===== src/design/rib_defs.vh =====
`ifndef RIB_DEFS_VH
`define RIB_DEFS_VH

// Register indices
`define RIB_IDX_LOW        8'h00
`define RIB_IDX_HIGH       8'h01
`define RIB_IDX_MODE       8'h02
`define RIB_IDX_XFER       8'h03

// Bus address, upper four bits fixed
`define RIB_ADDR_HI        4'h9

// Setpoint register fields
`define RIB_EN_BIT         7
`define RIB_SP_RSV_BIT     6
`define RIB_DAC_MSB        5

// Mode control fields
`define RIB_VID_MSB        7
`define RIB_VID_LSB        6
`define RIB_MC_RSV_BIT     5
`define RIB_HW_BIT         4
`define RIB_MCTL_MSB       3
`define RIB_MCTL_LSB       2
`define RIB_M1_BIT         1
`define RIB_M0_BIT         0

// Transition control fields
`define RIB_GO_BIT         7
`define RIB_DIS_BIT        6
`define RIB_PGOOD_BIT      5
`define RIB_SLEW_MSB       2

// Vendor code, value is arbitrary
`define RIB_VENDOR_ID      2'h1

// Reserved bit read values
`define RIB_SP_RSV_VAL     1'h1
`define RIB_MC_RSV_VAL     1'h1
`define RIB_XC_RSV_VAL     2'h0

// Mode override encodings
`define RIB_MCTL_PERBIT    2'h0
`define RIB_MCTL_FPWM      2'h2

// Factory option strap codes
`define RIB_OPT_00         2'h0
`define RIB_OPT_02         2'h1
`define RIB_OPT_03         2'h2
`define RIB_OPT_06         2'h3

// Reset values per option
`define RIB_LOW_RST_00     8'hD8
`define RIB_LOW_RST_02     8'hD0
`define RIB_LOW_RST_03     8'hD4
`define RIB_LOW_RST_06     8'hF1
`define RIB_HIGH_RST_00    8'hE4
`define RIB_HIGH_RST_02    8'hDC
`define RIB_HIGH_RST_03    8'hE4
`define RIB_HIGH_RST_06    8'hF1
`define RIB_MODE_RST       8'h90
`define RIB_XFER_RST_0002  8'h47
`define RIB_XFER_RST_0306  8'h07

`endif


===== src/design/rib_bank.v =====
// What this block does
// Pull data low to acknowledge accepted bytes
// Data left high in ack slot means refusal
// Disabled bits store and read back, unused
// Read-only bits ignore writes entirely
// Enable bit shared by both setpoint registers
// Enable bit low forces shutdown always
// Enable bit high: run follows enable pin
// Low six setpoint bits drive reference code
// Vendor code bits fixed, readable, ignore writes
// Software mode: high setpoint applied on trigger
// Pin mode: select pin picks setpoint register
// Override field selects PFM policy
// High permit bit gates PFM on high
// Low permit bit is storage only
// Reset values follow factory option strap
// Answer address 1001 plus option bits
// Index kept across repeated start for reads
// Trigger bit self-clears when transition ends
// Reserved bits read reset value, ignore writes; the mode control reserved bit reads 1, not the 0 of its reset value 8'h90
`include "rib_defs.vh"
`timescale 1ns/1ps
`default_nettype none

module rib_bank (
   input  wire       clk_sys,
   input  wire       srst,
   input  wire       scl_i,
   input  wire       sda_i,
   output reg        sda_o,
   output reg        sda_oe,
   input  wire       en_pin,
   input  wire       setpoint_select_pin,
   input  wire [1:0] option_sel,
   input  wire [2:0] addr_option,
   input  wire       power_good,
   input  wire       xfer_done,
   output reg        conv_run,
   output reg  [5:0] dac_code,
   output reg        pfm_allow,
   output reg        discharge_en,
   output reg  [2:0] slew_code,
   output reg        xfer_start
);

   ////////////////////////////////////////////////////////////////////////
   localparam ST_IDLE = 3'd0;
   localparam ST_RX   = 3'd1;
   localparam ST_ACKO = 3'd2;
   localparam ST_TX   = 3'd3;
   localparam ST_ACKI = 3'd4;
   localparam [7:0] MODE_RST = `RIB_MODE_RST;
   localparam K_ADDR  = 2'd0;
   localparam K_REG   = 2'd1;
   localparam K_DATA  = 2'd2;

   reg  [2:0] state_r;
   reg  [1:0] kind_r;
   reg  [3:0] cnt_r;
   reg  [7:0] shift_r;
   reg        rw_r;
   reg        nack_r;
   reg  [7:0] idx_r;
   reg        en_bit_r;
   reg  [5:0] low_dac_r;
   reg  [5:0] high_dac_r;
   reg  [5:0] sw_dac_r;
   reg        hw_sel_r;
   reg  [1:0] mode_ovr_r;
   reg        hi_permit_r;
   reg        lo_permit_r;
   reg        go_r;
   reg        dis_r;
   reg  [2:0] slew_r;
   wire       scl_rise;
   wire       scl_fall;
   wire       bus_start;
   wire       bus_stop;
   wire       pol_run;
   wire [5:0] pol_code;
   wire       pol_pfm;
   wire       wr_stb;
   wire       addr_hit;
   reg  [7:0] rst_low;
   reg  [7:0] rst_high;
   reg  [7:0] rst_xfer;

   ////////////////////////////////////////////////////////////////////////
   // Readback of one register; reserved and vendor bits are constants
   function [7:0] rib_read;
      input [7:0]  idx;
      input [31:0] img;
      begin
         case (idx)
            `RIB_IDX_LOW:  rib_read = img[7:0];
            `RIB_IDX_HIGH: rib_read = img[15:8];
            `RIB_IDX_MODE: rib_read = img[23:16];
            `RIB_IDX_XFER: rib_read = img[31:24];
            default:       rib_read = 8'h00;
         endcase
      end
   endfunction

   // Image order: transition, mode, high, low
   wire [31:0] reg_img = {go_r, dis_r, power_good,
                          `RIB_XC_RSV_VAL, slew_r,
                          `RIB_VENDOR_ID, `RIB_MC_RSV_VAL,
                          hw_sel_r, mode_ovr_r,
                          hi_permit_r, lo_permit_r,
                          en_bit_r, `RIB_SP_RSV_VAL, high_dac_r,
                          en_bit_r, `RIB_SP_RSV_VAL, low_dac_r};
   wire [7:0]  rd_cur  = rib_read(idx_r, reg_img);
   wire [7:0]  rd_nxt  = rib_read(idx_r + 8'h01, reg_img);

   ////////////////////////////////////////////////////////////////////////
   rib_cond u_cond (
      .clk_sys   (clk_sys),
      .srst      (srst),
      .scl_i     (scl_i),
      .sda_i     (sda_i),
      .scl_rise  (scl_rise),
      .scl_fall  (scl_fall),
      .bus_start (bus_start),
      .bus_stop  (bus_stop)
   );
   rib_policy u_policy (
      .en_bit    (en_bit_r),
      .en_pin    (en_pin),
      .hw_sel    (hw_sel_r),
      .sel_pin   (setpoint_select_pin),
      .mode_ovr  (mode_ovr_r),
      .hi_permit (hi_permit_r),
      .low_code  (low_dac_r),
      .sw_code   (sw_dac_r),
      .high_code (high_dac_r),
      .run       (pol_run),
      .code      (pol_code),
      .pfm       (pol_pfm)
   );

   ////////////////////////////////////////////////////////////////////////
   // Factory option picks the reset image
   always @* begin
      case (option_sel)
         `RIB_OPT_00: {rst_low, rst_high, rst_xfer} =
            {`RIB_LOW_RST_00, `RIB_HIGH_RST_00, `RIB_XFER_RST_0002};
         `RIB_OPT_02: {rst_low, rst_high, rst_xfer} =
            {`RIB_LOW_RST_02, `RIB_HIGH_RST_02, `RIB_XFER_RST_0002};
         `RIB_OPT_03: {rst_low, rst_high, rst_xfer} =
            {`RIB_LOW_RST_03, `RIB_HIGH_RST_03, `RIB_XFER_RST_0306};
         default: {rst_low, rst_high, rst_xfer} =
            {`RIB_LOW_RST_06, `RIB_HIGH_RST_06, `RIB_XFER_RST_0306};
      endcase
   end

   assign addr_hit = (shift_r[7:1] == {`RIB_ADDR_HI, addr_option});

   // Data byte complete, taken on the falling edge that opens its ack
   assign wr_stb = (state_r == ST_RX) && scl_fall && (cnt_r == 4'd8) &&
                   (kind_r == K_DATA);

   ////////////////////////////////////////////////////////////////////////
   // Bus engine: sample on SCL rise, change SDA on SCL fall
   always @(posedge clk_sys) begin
      if (srst) begin
         state_r <= ST_IDLE;
         kind_r  <= K_ADDR;
         cnt_r   <= 4'd0;
         shift_r <= 8'h00;
         rw_r    <= 1'b0;
         nack_r  <= 1'b0;
         idx_r   <= 8'h00;
         sda_o   <= 1'b0;
         sda_oe  <= 1'b0;
      end else if (bus_start) begin
         // Repeated start keeps the index for the read that follows
         state_r <= ST_RX;
         kind_r  <= K_ADDR;
         cnt_r   <= 4'd0;
         sda_oe  <= 1'b0;
      end else if (bus_stop) begin
         state_r <= ST_IDLE;
         sda_oe  <= 1'b0;
      end else begin
         case (state_r)
            ST_RX: begin
               if (scl_rise && cnt_r != 4'd8) begin
                  shift_r <= {shift_r[6:0], sda_i};
                  cnt_r   <= cnt_r + 4'd1;
               end else if (scl_fall && cnt_r == 4'd8) begin
                  if (kind_r == K_ADDR && !addr_hit) begin
                     // Foreign address: stay off the line
                     state_r <= ST_IDLE;
                  end else begin
                     state_r <= ST_ACKO;
                     sda_oe  <= 1'b1;
                     if (kind_r == K_ADDR) begin
                        rw_r <= shift_r[0];
                     end else if (kind_r == K_REG) begin
                        idx_r <= shift_r;
                     end else begin
                        idx_r <= idx_r + 8'h01;
                     end
                  end
               end
            end
            ST_ACKO: begin
               if (scl_fall) begin
                  cnt_r <= 4'd0;
                  if (kind_r == K_ADDR && rw_r) begin
                     state_r <= ST_TX;
                     shift_r <= rd_cur;
                     sda_oe  <= ~rd_cur[7];
                  end else begin
                     state_r <= ST_RX;
                     sda_oe  <= 1'b0;
                     kind_r  <= (kind_r == K_ADDR) ? K_REG : K_DATA;
                  end
               end
            end
            ST_TX: begin
               if (scl_rise) begin
                  cnt_r <= cnt_r + 4'd1;
               end else if (scl_fall) begin
                  if (cnt_r == 4'd8) begin
                     state_r <= ST_ACKI;
                     sda_oe  <= 1'b0;
                  end else begin
                     shift_r <= {shift_r[6:0], 1'b0};
                     sda_oe  <= ~shift_r[6];
                  end
               end
            end
            ST_ACKI: begin
               if (scl_rise) begin
                  nack_r <= sda_i;
               end else if (scl_fall) begin
                  cnt_r <= 4'd0;
                  if (nack_r) begin
                     state_r <= ST_IDLE;
                  end else begin
                     state_r <= ST_TX;
                     idx_r   <= idx_r + 8'h01;
                     shift_r <= rd_nxt;
                     sda_oe  <= ~rd_nxt[7];
                  end
               end
            end
            default: begin
               sda_oe <= 1'b0;
            end
         endcase
      end
   end

   ////////////////////////////////////////////////////////////////////////
   // Register file
   always @(posedge clk_sys) begin
      if (srst) begin
         en_bit_r    <= rst_low[`RIB_EN_BIT];
         low_dac_r   <= rst_low[`RIB_DAC_MSB:0];
         high_dac_r  <= rst_high[`RIB_DAC_MSB:0];
         sw_dac_r    <= rst_high[`RIB_DAC_MSB:0];
         hw_sel_r    <= MODE_RST[`RIB_HW_BIT];
         mode_ovr_r  <= MODE_RST[`RIB_MCTL_MSB:`RIB_MCTL_LSB];
         hi_permit_r <= MODE_RST[`RIB_M1_BIT];
         lo_permit_r <= MODE_RST[`RIB_M0_BIT];
         go_r        <= rst_xfer[`RIB_GO_BIT];
         dis_r       <= rst_xfer[`RIB_DIS_BIT];
         slew_r      <= rst_xfer[`RIB_SLEW_MSB:0];
         xfer_start  <= 1'b0;
      end else begin
         xfer_start <= 1'b0;
         if (xfer_done) begin
            go_r <= 1'b0;
         end
         if (wr_stb) begin
            case (idx_r)
               `RIB_IDX_LOW: begin
                  en_bit_r  <= shift_r[`RIB_EN_BIT];
                  low_dac_r <= shift_r[`RIB_DAC_MSB:0];
               end
               `RIB_IDX_HIGH: begin
                  en_bit_r   <= shift_r[`RIB_EN_BIT];
                  high_dac_r <= shift_r[`RIB_DAC_MSB:0];
               end
               `RIB_IDX_MODE: begin
                  // Vendor and reserved bits have no storage
                  hw_sel_r    <= shift_r[`RIB_HW_BIT];
                  mode_ovr_r  <= shift_r[`RIB_MCTL_MSB:`RIB_MCTL_LSB];
                  hi_permit_r <= shift_r[`RIB_M1_BIT];
                  lo_permit_r <= shift_r[`RIB_M0_BIT];
               end
               `RIB_IDX_XFER: begin
                  // Power-good is read-only; a write never lands there
                  dis_r  <= shift_r[`RIB_DIS_BIT];
                  slew_r <= shift_r[`RIB_SLEW_MSB:0];
                  if (shift_r[`RIB_GO_BIT]) begin
                     // Set beats a same-cycle completion
                     go_r <= 1'b1;
                     if (!hw_sel_r) begin
                        sw_dac_r   <= high_dac_r;
                        xfer_start <= 1'b1;
                     end
                  end else begin
                     go_r <= 1'b0;
                  end
               end
               // No hold of the trigger here, so a completion still clears it
               default: xfer_start <= 1'b0;
            endcase
         end
      end
   end

   ////////////////////////////////////////////////////////////////////////
   // Regulator controls, registered one cycle after the policy
   always @(posedge clk_sys) begin
      if (srst) begin
         conv_run     <= 1'b0;
         dac_code     <= 6'h00;
         pfm_allow    <= 1'b0;
         discharge_en <= 1'b0;
         slew_code    <= 3'h0;
      end else begin
         conv_run     <= pol_run;
         dac_code     <= pol_code;
         pfm_allow    <= pol_pfm;
         discharge_en <= dis_r;
         slew_code    <= slew_r;
      end
   end

endmodule

`default_nettype wire


===== src/design/rib_cond.v =====
`timescale 1ns/1ps
`default_nettype none

module rib_cond (
   input  wire clk_sys,
   input  wire srst,
   input  wire scl_i,
   input  wire sda_i,
   output wire scl_rise,
   output wire scl_fall,
   output wire bus_start,
   output wire bus_stop
);

   reg scl_q_r;
   reg sda_q_r;

   // Idle bus is high; reset to that avoids a false edge
   always @(posedge clk_sys) begin
      if (srst) begin
         scl_q_r <= 1'b1;
         sda_q_r <= 1'b1;
      end else begin
         scl_q_r <= scl_i;
         sda_q_r <= sda_i;
      end
   end

   assign scl_rise  = scl_i & ~scl_q_r;
   assign scl_fall  = ~scl_i & scl_q_r;
   assign bus_start = scl_i & scl_q_r & sda_q_r & ~sda_i;
   assign bus_stop  = scl_i & scl_q_r & ~sda_q_r & sda_i;

endmodule

`default_nettype wire


===== src/design/rib_policy.v =====
`timescale 1ns/1ps
`default_nettype none
`include "rib_defs.vh"

module rib_policy (
   input  wire       en_bit,
   input  wire       en_pin,
   input  wire       hw_sel,
   input  wire       sel_pin,
   input  wire [1:0] mode_ovr,
   input  wire       hi_permit,
   input  wire [5:0] low_code,
   input  wire [5:0] sw_code,
   input  wire [5:0] high_code,
   output wire       run,
   output wire [5:0] code,
   output wire       pfm
);

   wire on_high;

   // Bit off wins over the pin
   assign run = en_bit & en_pin;

   assign on_high = ~hw_sel | sel_pin;

   // Pin mode tracks either register live; software mode uses the latched code
   assign code = !hw_sel ? sw_code :
                 (sel_pin ? high_code : low_code);

   // Low setpoint permits PFM unless the override forces PWM; its permit bit is never read
   assign pfm = (mode_ovr == `RIB_MCTL_FPWM)   ? 1'b0 :
                (mode_ovr != `RIB_MCTL_PERBIT) ? 1'b1 :
                (on_high ? hi_permit : 1'b1);

endmodule

`default_nettype wire


===== config.mk =====
export PLATFORM = sky130hd
export DESIGN_NAME = rib_bank
export DESIGN_NICKNAME = d
export VERILOG_FILES = /design/src/design/rib_bank.v /design/src/design/rib_cond.v /design/src/design/rib_policy.v
export VERILOG_INCLUDE_DIRS = /design/src /design/src/design
export SDC_FILE = /design/constraint.sdc
export NUM_CORES = 1
export LEC_CHECK = 0
export BUFFER_PORTS_ARGS = -buffer_cell sky130_fd_sc_hd__buf_2
export CAP_MARGIN = 20
export CORE_MARGIN = 4
export CORE_UTILIZATION = 46
export DETAILED_ROUTE_END_ITERATION = 8
export SLEW_MARGIN = 5
export SYNTH_ARGS = -nofsm -noshare
export SYNTH_HDL_FRONTEND = slang
export SYNTH_HIERARCHICAL = 1
export SYNTH_SLANG_ARGS = --single-unit

===== constraint.sdc =====
create_clock -name clk_sys -period 5.4 [get_ports clk_sys]
set_input_delay 0 -clock clk_sys [delete_from_list [all_inputs] [get_ports clk_sys]]
set_output_delay 0 -clock clk_sys [all_outputs]
set_load 0.01 [all_outputs]

==> flow_summary.ini, run 1 <==
[power_and_ir_drop]
leakage_nw = 1.68
internal-power_w = 0.000875
power.density_nw_per_um2 = 258
worst_ir_drop_vdd_uv = 130
seq_power_share_pct = 51.1
power.share.clock_pct = 42.1
p_sw_share_pct = 24.5
switchingPower_w = 0.000284
power_frac_comb_pct = 6.8

[timing]
max_slew_margin_pct = 35.0
rsz0062_at_grt = false
fin_crit_ns = 2.91
setup_viol = 0
finalSetupTns_ns = 0
skew_ns = 0.00855
slew_viol_final = 0
fmax_ghz = 0.343
finalHoldViolCount = 0
finalCritPeriodShare_pct = 54.0
worstMarginPinSlew_ns = 0.975

[min_path]
worstHoldEndpoint = dis_r
hold_depth = 3
min_from = option_sel[1]
min_path_type = primary input to flop

[synth]
netlist_area_um2 = 4070
ys.flop_type = dfxtp_1
yosysSeqAreaShare_pct = 41.1
synth.largest_area_cell = dfxtp_1
syn_nets = 478
ys_ff_latch = 72
synth_warnings = 6
synth_area_per_cell_um2 = 8.88
netlist.area_leader.share_pct = 24.1
synth_cell_types = 75
synth_edf_count = 23
syn_inst = 458
synth_area_leaders = dfxtp_1 (24%), edfxtp_1 (17%), a22oi_1 (3.9%)
synth-async-reset-ratio_pct = 0

[worst_setup_path]
critical_path_required_ns = 5.39
worstSetupStartpointType = flop
crit_arrival_ns = 2.91
r2r_cells = 4
criticalPathCategory = flop to flop
startpoint = state_r[0]
worst_r2r_endpoint = sw_dac_r[1]
rrSetupSlack_ns = 2.49
crit_fanout = 21
r2r-start = state_r[0]
endpoint_kind = flop

[clock_network]
insertion_delay_ns = 0.36
cts_root_buffer = clkbuf_8
cts_hold_buf = 6
cts_tree = built
numClockSinks = 72
clk_pin_slew_ns = 0.08
cts_buffers = 9
ctsResizeCount = 0
cts_buffer_depth = 2
h-tree-depth = 3
cts_setup_buffers = 0

[place]
gp_congestion = 0.948
dp_cells = 563
dp_hpwl_um = 7530
io_buffers = 26

[floorplan]
die_width_um = 102
die_h_um = 102
dieArea_um2 = 10400
core_um2 = 8680
start_util_pct = 46.9
rows = 34
ios = 28

[finish]
diodes = 0
layout_common_cells = dfxtp_1 (49), nand2_1 (36), nor2_1 (34)
areaGrowthSynthToFinish_pct = 10.5
fin_util_pct = 51.8
final_cells = 585
drive_above_1_share_pct = 12.4
nets = 492
final_common_cell = dfxtp_1

[routing]
route.detailed.drc = 0
avgRoutedWirePerCell_um = 18.7
via_count = 3668
routed_wl_um = 10900
antenna_left = 0
drt-pass1-iter-count = 6
drt_iter0_drc = 324
vias_per_cell = 6.27

[global_routing]
gr-total-overflow = 0
track_usage_pct = 21.8
grt_pass1_wl_um = 17500
grt_pass1_vias = 3355
grt_max_degree = 52
antenna_found_initial = 0

[run]
maxCapViolCount = 0

[status]
status = completed
==> final cells by class <==
class                      count  area (um^2)
tap                          108          135
multi-input combinational    334         2170
sequential                    72         1670
timing repair buffer          35          213
fill                         852         4180
clock inverter                 7          103
inverter                      20         75.1
clock buffer                   9          124
==> layer usage <==
layer | track usage [%] | vias to the layer above | wire length [um]
met4 | 8.78 | 0 | 261
met3 | 3.00 | 25 | 699
li1 | - | 1737 | -
met5 | 0 | - | 0
met2 | 32.0 | 150 | 4790
met1 | 32.2 | 1756 | 5180
==> logic make-up (layout without fill, tap and decap cells) <==
family | Yosys count | in the layout | synth area share [%]
and+or+nand+nor | 165 | 165 | 21.8
xor gates and xnor gates | 4 | 4 | 0.861
muxes | 16 | 16 | 3.97
other | 1 | 1 | 0.0922
buffers and inverters | 52 | 71 | 5.50
DFF | 72 | 72 | 41.1
AOI/OAI and AO/OA | 141 | 141 | 24.6
adders and majority gates | 7 | 7 | 2.15
==> worst max-delay path by stage <==
stage                     slack (ns)  cells after the start          end
final                           2.49                      4  sw_dac_r[1]
after global routing            2.30                      4  sw_dac_r[0]
after CTS                       2.50                      4  sw_dac_r[1]
after detailed placement        2.52                      4  sw_dac_r[1]
after global placement          2.62                      4  sw_dac_r[0]
after floorplan                 3.13                      4  sw_dac_r[0]
==> registers in the layout, indices dropped and copies added, names as in the netlist, 2 cells and up <==
register / cells
low_dac_r: 6
kind_r: 2
shift_r: 8
slew_r: 3
idx_r: 8
high_dac_r: 6
state_r: 3
slew_code: 3
dac_code: 6
mode_ovr_r: 2
sw_dac_r: 6
cnt_r: 4
==> power groups by stage <==
stage               clock network (W)  logic [W]  registers [W]
finish                       0.000489  0.0000788       0.000592
detailed placement                  0  0.0000753       0.000604
global placement                    0  0.0000745       0.000604
floorplan                           0  0.0000505       0.000601
global route                 0.000523  0.0000873       0.000594
CTS                          0.000499  0.0000789       0.000592
==> cell usage after synthesis (3+ instances only) <==
cell type and instances:
a211oi_1 4, a21o_1 5, a21oi_1 26, a222oi_1 4, a22oi_1 21, a31oi_1 10, and2_1 5, buf_2 8
buf_4 3, clkbuf_1 19, dfxtp_1 49, edfxtp_1 23, ha_1 7, inv_1 20, mux2i_1 15, nand2_1 36
nand2b_1 7, nand3_1 18, nand3b_1 4, nand4_1 5, nor2_1 34, nor2b_1 18, nor3_1 10, nor3b_1 3
o211ai_1 4, o21a_1 6, o21ai_0 25, o31a_1 4, o32ai_1 5, or2_2 3, xor2_1 3
==> worst max-delay path, cell delays in order (launching register included) <==
cell and delay (ns):
dfxtp_1 0.75, or3b_1 0.45, nor2_1 0.30, nand3_1 0.22, o21ai_0 0.82
==> through the flow <==
| stage | setup WS (ns) | instance area [um^2] | total power (W) | hold slack, ns |
|---|---|---|---|---|
| 4_1_cts | 2.50 | 4490 | 0.00117 | 0.0611 |
| 2_1_floorplan | 3.13 | 4070 | 0.000651 | 0.0971 |
| 6_report | 2.49 | 4490 | 0.00116 | 0.0794 |
| 5_1_grt | 2.30 | 4490 | 0.00120 | 0.0816 |
| 3_5_place_dp | 2.52 | 4210 | 0.000680 | 0.241 |
| 3_3_place_gp | 2.62 | 4210 | 0.000679 | 0.228 |
No activity file was read; power rests on OpenSTA's default activity.
==> run 2, diff against run 1 <==
- clock period: 5.4 -> 2.9 ns (I/O delays scaled with it)
==> run 2 against run 1 <==
  * Sequential share of layout area fell by 0.083 points
  * Register-to-register slack got worse by 1.9 ns
  * First-iteration DRC count rose by 7.1%
  * Highest routed layer unchanged
==> flow_summary.ini, run 2 (synthesis gave the netlist of run 1 again) <==
[status]
status = completed

[routing]
via_count = 3666
antenna_left = 0
avgRoutedWirePerCell_um = 19.0
drt_iter0_drc = 347
routed_wl_um = 11200
drt-pass1-iter-count = 5
vias_per_cell = 6.20
route.detailed.drc = 0

[floorplan]
die_width_um = 102
die_h_um = 102
core_um2 = 8680
ios = 28
dieArea_um2 = 10400
start_util_pct = 46.9
rows = 34

[finish]
seqCellArea_um2 = 1670
areaGrowthSynthToFinish_pct = 10.7
n_fill_cell = 822
drive_above_1_share_pct = 13.7
diodes = 0
layout_common_cells = dfxtp_1 (49), nand2_1 (36), nor2_1 (34)
final_common_cell = dfxtp_1
nets = 498
top_regs = idx_r (8), shift_r (8)
multiInputGateArea_um2 = 2170

[worst_setup_path]
endpoint_kind = flop
rrSetupSlack_ns = 0.54
critical_path_required_ns = 3.15
crit_arrival_ns = 2.61
crit_slowest_cell = ha_1
criticalPathCategory = flop to flop
crit_chain = inv_1, ha_1, o21ai_0, a2111oi_2, a2bb2oi_1, o211ai_1, o211a_1
max_stage_delay_ns = 0.57
crit_fanout = 18
worstSetupStartpointType = flop
crit_buf_inv = 1
crit_family = compound AO/OA/AOI/OAI gates

[clock_network]
cts_buffer_depth = 2
h-tree-depth = 3
numClockSinks = 72
cts_setup_buffers = 0
cts_buffers = 9
cts_root_buffer = clkbuf_8
ctsResizeCount = 0
cts_tree = built
clk_pin_slew_ns = 0.08
insertion_delay_ns = 0.35

[timing]
skew_ns = 0.0124
layout_setup_ws_ns = 0.536
finalCritPeriodShare_pct = 81.5
fmax_ghz = 0.423
worstMarginPinSlew_ns = 0.666
setup_viol = 0
finalHoldViolCount = 0
slew_viol_final = 0
fin_crit_ns = 2.36
rsz0062_at_grt = false
max_slew_margin_pct = 55.3
finalSetupTns_ns = 0

[power_and_ir_drop]
power.density_nw_per_um2 = 456
leakage_nw = 1.70
worst_ir_drop_vdd_uv = 209
p_total_w = 0.00205

[global_routing]
grt_max_degree = 31
gr-total-overflow = 0
track_usage_pct = 22.2
grt_pass1_vias = 3313
antenna_found_initial = 0
grt_pass1_wl_um = 18100

[place]
pre_cts_ws_ns = 0.570
gp_congestion = 0.936
dp_hpwl_um = 7960
io_buffers = 26

[run]
maxCapViolCount = 0

[min_path]
min_path_type = primary input to flop
## run 2: changes by cell type in the layout (fill, tap and decap cells not counted)
cell / previous run / this run
bufinv_16: 2 / 1
clkbuf_1: 0 / 1
dlygate4sd3_1: 6 / 4
inv_6: 2 / 1
clkinv_2: 0 / 1
buf_4: 3 / 11
## run 2: power breakdown
| part | internal, W | switching (W) | total (W) | leakage, nW |
|---|---|---|---|---|
| Combinational | 0.0000629 | 0.0000898 | 0.000153 | 0.972 |
| Clock | 0.000402 | 0.000397 | 0.000799 | 0.0968 |
| Sequential | 0.00108 | 0.0000264 | 0.00110 | 0.629 |
## run 2: worst register-to-register path, stage by stage, from the launching register on
cell,delay (ns)
dfxtp_1,0.38
inv_1,0.15
ha_1,0.57
o21ai_0,0.26
a2111oi_2,0.39
a2bb2oi_1,0.21
o211ai_1,0.09
o211a_1,0.22
## run 2: worst paths after layout
path,start,to,depth (start not counted)
worst min-delay path,option_sel[0],low_dac_r[3],2
worst max-delay path,idx_r[1],sda_oe,7
worst min register to register,go_r,go_r,2
worst max register to register,idx_r[1],sda_oe,7
## run 2: timing repair
item                       CTS  global route
hold buffers                 4             0
hold endpoints to repair     5             0
setup endpoints to repair    0             0
## run 2: per-layer routing
metal,GRT usage [%],wire length [um],vias to the layer above
met2,31.5,4850,196
li1,-,-,1740
met3,3.55,1020,22
met4,7.77,221,0
met5,0,0,-
met1,34.1,5150,1708
## run 2: final cells by class
class | count | area share (%)
Multi-Input combinational cell | 334 | 48.2
Tap cell | 108 | 3.00
Timing Repair Buffer | 41 | 5.61
Clock buffer | 10 | 2.83
Sequential cell | 72 | 37.1
Inverter | 20 | 1.67
Clock inverter | 6 | 1.53
## run 2: through the flow
step	util [%]	hold WS, ns	instances	instance area (um^2)
final	51.9	0.00860	591	4500
after global routing	51.9	0.0307	591	4500
after CTS	51.9	0.0113	591	4500
after detailed placement	49.2	0.236	571	4270
after global placement	49.2	0.227	571	4270
after floorplan	-	0.0971	458	4070
